**src/verilog/smr_pkg.sv**
```systemverilog
// Constants, defaults and helpers shared by the serial message recognizer
// How it works
// - Received bytes are analysed only while the recognizer enable input is high.
// - A software-loaded delimiter of hex bytes is compared against incoming bytes.
// - A capture stores text, hex digits and digest in persistent and live slots.
// - A message spans bytes since the last capture up to and including the delimiter.
// - Live slots are erased once the programmed active timeout in ms has elapsed.
// - Timeout clears only live slots; persistent slots keep the last message.
// - All stored forms are presented as registered outputs for an event engine.
// - Reset or reload restores the delimiter to 0d then 0a.
// - With accept timeout on, pending bytes are captured after that idle time.
// - A clear command erases the stored message slots unless a capture falls in the same cycle.
// - Operation does not depend on any serial operation mode setting.
package smr_pkg;

  // Clock and millisecond tick
  localparam int unsigned CLK_HZ        = 100_000_000;
  localparam int unsigned MS_PER_S      = 1000;
  localparam int unsigned MS_CYCLES_DOC = CLK_HZ / MS_PER_S;

  // Sizes
  localparam int unsigned MSG_MAX_DOC   = 16;
  localparam int unsigned DELIM_MAX_DOC = 4;
  localparam int unsigned MS_W          = 16;
  localparam int unsigned DLEN_W        = 3;

  // Delimiter defaults: last byte sits in the low lane
  localparam logic [31:0]       DELIM_DEFAULT     = 32'h0000_0d0a;
  localparam logic [DLEN_W-1:0] DELIM_LEN_DEFAULT = 3'h2;

  // Active timeout as shown in the example, in ms
  localparam logic [MS_W-1:0] ACTIVE_TO_MS_DOC = 16'h0064;

  // FNV-1a digest constants
  localparam logic [31:0] FNV_OFFSET = 32'h811c_9dc5;
  localparam logic [31:0] FNV_PRIME  = 32'h0100_0193;

  // ASCII bases for hex digits
  localparam logic [7:0] ASCII_ZERO   = 8'h30;
  localparam logic [7:0] ASCII_A_BIAS = 8'h37;
  localparam logic [3:0] NIB_TEN      = 4'ha;

  function automatic logic [7:0] smr_hexch(input logic [3:0] nib);
    smr_hexch = (nib < NIB_TEN) ? (ASCII_ZERO + {4'h0, nib}) : (ASCII_A_BIAS + {4'h0, nib});
  endfunction

  function automatic logic [31:0] smr_fnv(input logic [31:0] h, input logic [7:0] b);
    logic [63:0] p;
    p = {32'h0, h ^ {24'h0, b}} * {32'h0, FNV_PRIME};
    smr_fnv = p[31:0];
  endfunction

endpackage : smr_pkg

```
**src/verilog/smr_skid_buf.sv**
```systemverilog
// Two-entry byte buffer with valid/ready on both sides
module smr_skid_buf #(
  parameter int unsigned W = 8
) (
  input  wire logic         ref_clk,
  input  wire logic         rst,
  input  wire logic         ce,
  input  wire logic [W-1:0] in_data,
  input  wire logic         in_valid,
  output logic              in_ready,
  output logic [W-1:0]      out_data,
  output logic              out_valid,
  input  wire logic         out_ready
);

  logic [W-1:0] mem_q [2];
  logic         wp_q;
  logic         rp_q;
  logic [1:0]   cnt_q;
  logic         room_q;

  // Handshake decode
  wire push = ce & in_valid & room_q;
  wire pop  = ce & out_ready & (cnt_q != 2'h0);

  assign in_ready  = room_q;
  assign out_valid = (cnt_q != 2'h0);
  assign out_data  = mem_q[rp_q];

  // Storage is not reset; only pointers carry control meaning
  always_ff @(posedge ref_clk)
  begin
    if (push)
    begin
      mem_q[wp_q] <= in_data;
    end
  end

  // Pointers and a registered room flag, so in_ready leaves straight from a flop
  always_ff @(posedge ref_clk)
  begin
    if (rst)
    begin
      wp_q   <= 1'b0;
      rp_q   <= 1'b0;
      cnt_q  <= 2'h0;
      room_q <= 1'b1;
    end
    else
    begin
      if (push) wp_q <= ~wp_q;
      if (pop)  rp_q <= ~rp_q;
      cnt_q  <= cnt_q + {1'b0, push} - {1'b0, pop};
      room_q <= (cnt_q + {1'b0, push} - {1'b0, pop}) != 2'h2;
    end
  end

endmodule // smr_skid_buf

```
**src/verilog/smr_recognizer.sv**
```systemverilog
// Serial message recognizer: delimiter match, capture, digest and slot timeouts
module smr_recognizer #(
  parameter int unsigned MSG_MAX   = smr_pkg::MSG_MAX_DOC,
  parameter int unsigned DELIM_MAX = smr_pkg::DELIM_MAX_DOC,
  parameter int unsigned MS_CYCLES = smr_pkg::MS_CYCLES_DOC
) (
  input  wire logic                        ref_clk,
  input  wire logic                        rst,
  input  wire logic                        ce,
  input  wire logic                        recognizer_en,
  input  wire logic [7:0]                  rx_data,
  input  wire logic                        rx_valid,
  output logic                             rx_ready,
  input  wire logic                        delim_wr,
  input  wire logic [DELIM_MAX*8-1:0]      delim_wr_data,
  input  wire logic [smr_pkg::DLEN_W-1:0]  delim_wr_len,
  input  wire logic                        defaults_reload,
  input  wire logic                        clear_slots,
  input  wire logic                        accept_to_en,
  input  wire logic [smr_pkg::MS_W-1:0]    accept_to_ms,
  input  wire logic [smr_pkg::MS_W-1:0]    active_to_ms,
  output logic [DELIM_MAX*8-1:0]           delim_bytes,
  output logic [smr_pkg::DLEN_W-1:0]       delim_len,
  output logic [MSG_MAX*8-1:0]             last_message_text,
  output logic [MSG_MAX*16-1:0]            last_message_hexdigits,
  output logic [31:0]                      last_message_digest,
  output logic [$clog2(MSG_MAX+1)-1:0]     last_message_len,
  output logic [MSG_MAX*8-1:0]             live_message_text,
  output logic [MSG_MAX*16-1:0]            live_message_hexdigits,
  output logic [MSG_MAX*16-1:0]            live_hexdigits_alias,
  output logic [31:0]                      live_message_digest,
  output logic                             live_valid,
  output logic                             capture_done
);
  import smr_pkg::*;

  localparam int unsigned LW = $clog2(MSG_MAX + 1);
  localparam int unsigned PW = $clog2(MS_CYCLES + 1);
  localparam logic [PW-1:0] PRE_LAST = PW'(MS_CYCLES - 1);
  localparam logic [LW-1:0] LEN_MAX  = LW'(MSG_MAX);
  localparam int unsigned   DW       = DELIM_MAX * 8;
  // Default delimiter widened to the lane count, last byte in the low lane
  localparam logic [DW-1:0] DELIM_RST = DW'(DELIM_DEFAULT);

  // Refuse shapes the match and buffer logic cannot serve
  if (DELIM_MAX < DELIM_LEN_DEFAULT || DELIM_MAX > 7 || MSG_MAX < DELIM_MAX || MS_CYCLES < 1)
  begin : g_bad_params
    $error("smr_recognizer: unsupported parameter values");
  end

  // Input buffer toward the byte source
  logic [7:0] b_data;
  logic       b_valid;
  logic       b_ready;
  logic       cap_q;

  smr_skid_buf #(
    .W (8)
  ) u_buf (
    .ref_clk   (ref_clk),
    .rst       (rst),
    .ce        (ce),
    .in_data   (rx_data),
    .in_valid  (rx_valid),
    .in_ready  (rx_ready),
    .out_data  (b_data),
    .out_valid (b_valid),
    .out_ready (b_ready)
  );

  // Working message state
  logic [MSG_MAX*8-1:0]   cur_text_q;
  logic [LW-1:0]          cur_len_q;
  logic [31:0]            cur_hash_q;
  logic [DELIM_MAX*8-1:0] win_q;
  logic [MS_W-1:0]        idle_ms_q;
  logic [MS_W-1:0]        live_ms_q;
  logic [PW-1:0]          pre_q;
  logic [DELIM_MAX*8-1:0] delim_q;
  logic [DLEN_W-1:0]      dlen_q;

  // Hold the byte after a capture so the working buffer restarts cleanly
  assign b_ready = recognizer_en ? ~cap_q : 1'b1;
  // Disabled port drains and drops its bytes
  wire take = ce & b_valid & b_ready & recognizer_en;

  // Millisecond tick
  wire ms_tick = (pre_q == PRE_LAST);

  // Append the new byte; bytes beyond capacity still feed the digest
  logic [MSG_MAX*8-1:0]   text_app;
  logic [MSG_MAX*16-1:0]  hex_app;
  logic [DELIM_MAX*8-1:0] dmask;
  wire  [LW-1:0]          len_app  = (take && cur_len_q < LEN_MAX) ? cur_len_q + LW'(1) : cur_len_q;
  wire  [31:0]            hash_app = take ? smr_fnv(cur_hash_q, b_data) : cur_hash_q;
  wire  [DELIM_MAX*8-1:0] win_app;

  if (DELIM_MAX > 1)
  begin : g_win
    assign win_app = take ? {win_q[(DELIM_MAX-1)*8-1:0], b_data} : win_q;
  end
  else
  begin : g_win1
    assign win_app = take ? b_data : win_q;
  end

  for (genvar i = 0; i < MSG_MAX; i++)
  begin : g_byte
    wire sel = take && (cur_len_q == LW'(i));
    assign text_app[8*i +: 8] = sel ? b_data : cur_text_q[8*i +: 8];
    // High nibble digit first, blank beyond the message length
    assign hex_app[16*i +: 16] = (LW'(i) < len_app) ?
      {smr_hexch(text_app[8*i +: 4]), smr_hexch(text_app[8*i+4 +: 4])} : 16'h0000;
  end

  for (genvar j = 0; j < DELIM_MAX; j++)
  begin : g_mask
    assign dmask[8*j +: 8] = (DLEN_W'(j) < dlen_q) ? 8'hff : 8'h00;
  end

  // Match the newest bytes against the delimiter; needs enough bytes seen
  wire hit_delim = take && (dlen_q != '0) && (len_app >= LW'(dlen_q))
                   && (((win_app ^ delim_q) & dmask) == '0);
  // Idle time since the last byte closes a pending message; strictly greater so a
  // partial first millisecond never cuts the wait short (all ones never fires)
  wire hit_accept = ce && !take && accept_to_en && (accept_to_ms != '0)
                    && (cur_len_q != '0) && (idle_ms_q > accept_to_ms);
  wire capture = hit_delim | hit_accept;
  // Same reasoning: live slots live at least the full programmed time
  wire live_expire = ce && live_valid && (active_to_ms != '0) && (live_ms_q > active_to_ms);

  // Delimiter register with defaults at reset and on reload
  always_ff @(posedge ref_clk)
  begin
    if (rst)
    begin
      delim_q <= DELIM_RST;
      dlen_q  <= DELIM_LEN_DEFAULT;
    end
    else if (ce && defaults_reload)
    begin
      delim_q <= DELIM_RST;
      dlen_q  <= DELIM_LEN_DEFAULT;
    end
    else if (ce && delim_wr && delim_wr_len <= DLEN_W'(DELIM_MAX))
    begin
      delim_q <= delim_wr_data;
      dlen_q  <= delim_wr_len;
    end
  end

  assign delim_bytes = delim_q;
  assign delim_len   = dlen_q;

  // Prescaler and the two millisecond counters
  always_ff @(posedge ref_clk)
  begin
    if (rst)
    begin
      pre_q     <= '0;
      idle_ms_q <= '0;
      live_ms_q <= '0;
    end
    else if (ce)
    begin
      pre_q     <= ms_tick ? '0 : pre_q + PW'(1);
      idle_ms_q <= (take || capture || cur_len_q == '0) ? '0
                 : (ms_tick && idle_ms_q != '1) ? idle_ms_q + MS_W'(1) : idle_ms_q;
      live_ms_q <= capture ? '0
                 : (ms_tick && live_valid && live_ms_q != '1) ? live_ms_q + MS_W'(1) : live_ms_q;
    end
  end

  // Working buffer restarts after each capture or while disabled
  always_ff @(posedge ref_clk)
  begin
    if (rst || (ce && (capture || !recognizer_en)))
    begin
      cur_text_q <= '0;
      cur_len_q  <= '0;
      cur_hash_q <= FNV_OFFSET;
      win_q      <= '0;
    end
    else if (ce)
    begin
      cur_text_q <= text_app;
      cur_len_q  <= len_app;
      cur_hash_q <= hash_app;
      win_q      <= win_app;
    end
  end

  // Persistent slots: a capture wins over a clear in the same cycle
  always_ff @(posedge ref_clk)
  begin
    if (rst || (ce && clear_slots && !capture))
    begin
      last_message_text      <= '0;
      last_message_hexdigits <= '0;
      last_message_digest    <= '0;
      last_message_len       <= '0;
    end
    else if (ce && capture)
    begin
      last_message_text      <= text_app;
      last_message_hexdigits <= hex_app;
      last_message_digest    <= hash_app;
      last_message_len       <= len_app;
    end
  end

  // Live slots: written on capture, erased by timeout or clear
  always_ff @(posedge ref_clk)
  begin
    if (rst || (ce && !capture && (clear_slots || live_expire)))
    begin
      live_message_text      <= '0;
      live_message_hexdigits <= '0;
      live_message_digest    <= '0;
      live_valid             <= 1'b0;
    end
    else if (ce && capture)
    begin
      live_message_text      <= text_app;
      live_message_hexdigits <= hex_app;
      live_message_digest    <= hash_app;
      live_valid             <= 1'b1;
    end
  end

  assign live_hexdigits_alias = live_message_hexdigits;

  // Capture strobe, also stalls the buffer for one cycle
  always_ff @(posedge ref_clk)
  begin
    if (rst)
    begin
      cap_q <= 1'b0;
    end
    else if (ce)
    begin
      cap_q <= capture;
    end
  end

  assign capture_done = cap_q;

endmodule // smr_recognizer

```
**config.mk**
```make
export PLATFORM = sky130hd
export DESIGN_NAME = smr_recognizer
export DESIGN_NICKNAME = d
export VERILOG_FILES = /design/src/verilog/smr_pkg.sv /design/src/verilog/smr_skid_buf.sv /design/src/verilog/smr_recognizer.sv
export SDC_FILE = /design/constraint.sdc
export NUM_CORES = 2
export LEC_CHECK = 0
export BUFFER_PORTS_ARGS = -buffer_cell sky130_fd_sc_hd__buf_4
export CAP_MARGIN = 20
export CORE_AREA = 2 2 470 472
export DETAILED_ROUTE_END_ITERATION = 10
export DIE_AREA = 0 0 472 474
export PLACE_DENSITY_LB_ADDON = 0.08
export SKIP_CTS_REPAIR_TIMING = 1
export SYNTH_ARGS = -nofsm -noshare
export SYNTH_HDL_FRONTEND = slang
export SYNTH_SLANG_ARGS = --single-unit
```
**constraint.sdc**
```tcl
create_clock -name ref_clk -period 8 [get_ports ref_clk]
set_clock_uncertainty 0.2 [all_clocks]
set_input_delay 0.4 -clock ref_clk [delete_from_list [all_inputs] [get_ports ref_clk]]
set_output_delay 0.4 -clock ref_clk [all_outputs]
set_load 0.02 [all_outputs]
```
==> results.tsv <==
metric	value	unit
synth_simple_gate_area_share	17.7	%
synthAdderAreaFrac	9.62	%
timing.critical_path.cells	buf_4 -> mux2i_4 -> xnor2_1 -> ha_1 -> ha_1 -> fa_1 -> ha_1 -> fa_1 -> ha_1 -> inv_1 -> fa_1 -> inv_1 -> ha_1 -> and2_1 -> a41oi_1 -> o21ai_0 -> a311oi_1 -> o31ai_1 -> xnor2_1 -> nor2_1 -> o221a_2	
synth_edf_count	16	
hold_path_class	in -> reg	
run_status	complete, no violations	
leakagePower	26.5	nW
avgRoutedWirePerCell	22.6	um
syn_avg_cell_area	8.50	um2
setup_tns	0	ps
overflow	0	
area_growth	29.2	%
synth_warnings	0	
design_area	0.0639	mm2
finalCritPeriodShare	87.7	%
hp-start	defaults_reload	
rsz0062_at_grt	false	
ir_drop	0.612	mV
io_buffers	1118	
end_kind	flip-flop	
fin_worst_hold_slack	8.64	ps
syn_inst	5823	
clk_pin_slew_worst_paths	60	ps
power_density	358	mW/mm2
cts_tree	done	
fin_crit	7020	ps
yosysMostFrequentCell	dfxtp_1	
synth_area_leader_cell	dfxtp_1	
critPathSlowestCell	o21ai_0	
ys_seq_area_share	43.9	%
dpl.hpwl	165	mm
synth_area_leaders	dfxtp_1, a21oi_1, nand2_1, ha_1, buf_4	
ant_nets	0	
grt_pass1_wl	305	mm
antenna_found_initial	16	
initial_core_util	22.6	%
cp.required	8470	ps
die_height	474	um
slowest_delay	830	ps
die_area	0.224	mm2
crit_top_cell	ha_1	
clkLatencyLatePin	800	ps
arrival	7490	ps
drcViolationCount	0	
avgViaCountPerCell	4.42	
final_util	29.2	%
synth_top_area_share	43.0	%
ios	1215	
synthTopCellsByCount	dfxtp_1, nand2_1, a21oi_1	
routed_wl	218	mm
cts_root_buffer	clkbuf_16	
grt.total_usage	18.6	%
die_w	472	um
vias	42600	
ys_async_sr_fraction	0	%
critPathMaxFanout	5	
cts_buffer_depth	3	
std_cell_rows	172	
p_total	22.9	mW
synthXorXnorAreaFrac	2.76	%
place_congestion	0.804	
ys_ff_latch	1078	
cp-start-kind	flip-flop	
cts_sinks	1078	
dpl_worst_slack	985	ps
final_net_count	7080	
setup.worst_path.class	reg -> reg	
grt_max_degree	196	
timing_hold_violations_final	0	
dr.pass1.iters	5	
synthMuxAreaShare	1.10	%
final-setup-viol-count	0	
synth_compound_area_share	14.7	%
cts_buffers	139	
drv_cap	0	
drt_iter0_drc	2373	
ys.flop_type	dfxtp_1	
synth_top_family_by_area	simple AND/OR/NAND/NOR gates	
cpLargestDelayFamily	adder cells	
dp_cells	9335	
final_cells	9638	
drive_gt1_share	22.6	%
grt_pass1_vias	40800	
postLayoutSetupSlackWorst	980	ps
drv_slew	0	
fmaxAchievable	0.142	GHz
syn_area	0.0495	mm2
place_area	0.0588	mm2
tightest_slew	1050	ps
ys_types	81	
crit_buf_inv	3	
cts_max_level	4	
core_region_area	0.219	mm2
slew_headroom	29.9	%
registers in the layout, indices dropped and copies added, names as in the netlist, 2 cells and up, named ones only:
signal	count
last_message_digest	32
live_message_digest	32
delim_len	3
last_message_text	128
delim_bytes	32
u_buf.mem_q	16
idle_ms_q	16
last_message_hexdigits	224
live_message_text	128
live_hexdigits_alias	224
pre_q	17
cur_len_q	5
win_q	32
live_ms_q	16
u_buf.cnt_q	2
cur_hash_q	32
last_message_len	5
cur_text_q	128
cell usage in the layout (no fill, tap or decap), types with 23 or more instances in the layout:
master / n
clkbuf_1: 35
xor2_1: 64
inv_1: 284
buf_4: 1187
mux2i_1: 23
o211a_1: 45
o21ai_0: 77
nand2b_1: 70
fa_1: 74
clkbuf_16: 142
o211ai_1: 26
or2_2: 58
conb_1: 96
nor2_1: 371
nand4_1: 53
nand2_1: 1046
dlygate4sd3_1: 55
ha_1: 262
nor3_1: 29
or3_1: 157
nand3_1: 54
or4_1: 31
dfxtp_1: 1062
clkbuf_8: 23
a21oi_1: 996
xnor2_1: 90
worst min-delay path: stages:
cell and delay (ps):
buf_4 100, nand2_1 50, nand2_1 310, a21oi_1 70
logic make-up after synthesis:
logic type | count (synthesis)
xor gates and xnor gates | 156
DFF | 1078
AOI/OAI and AO/OA | 1295
muxes | 51
and+or+nand+nor | 1965
other | 1
buffers and inverters | 941
adders and majority gates | 336
layer usage:
layer	track usage (%)	share of wire, %
met5	0	0.025
met4	3.93	1.6
met3	3.98	5.0
met2	32.1	49
met1	23.8	45
path summary, 6_finish.rpt:
kind,cells past startpoint,endpoint,slack [ps]
worst max-delay path,21,live_message_digest[29],980
worst min-delay path,4,delim_bytes[7],9
worst max register to register,21,live_message_digest[29],980
worst min register to register,2,last_message_hexdigits[187],250
power breakdown:
group	switching, mW	total (mW)	internal (mW)
combinational	6.95	11.1	4.14
sequential	0.0817	5.52	5.44
clock	2.61	6.30	3.69
area by class of cell:
cell class                 count  area [um2]
timing repair buffer        1257        9760
inverter                     285        1070
sequential                  1078       21700
antenna                        8        20.0
fill                       23600      155000
tap                         2871        3590
multi-input combinational   3899       23200
clock inverter                40         510
clock buffer                 200        4000
(Power assumes the default switching activity.)
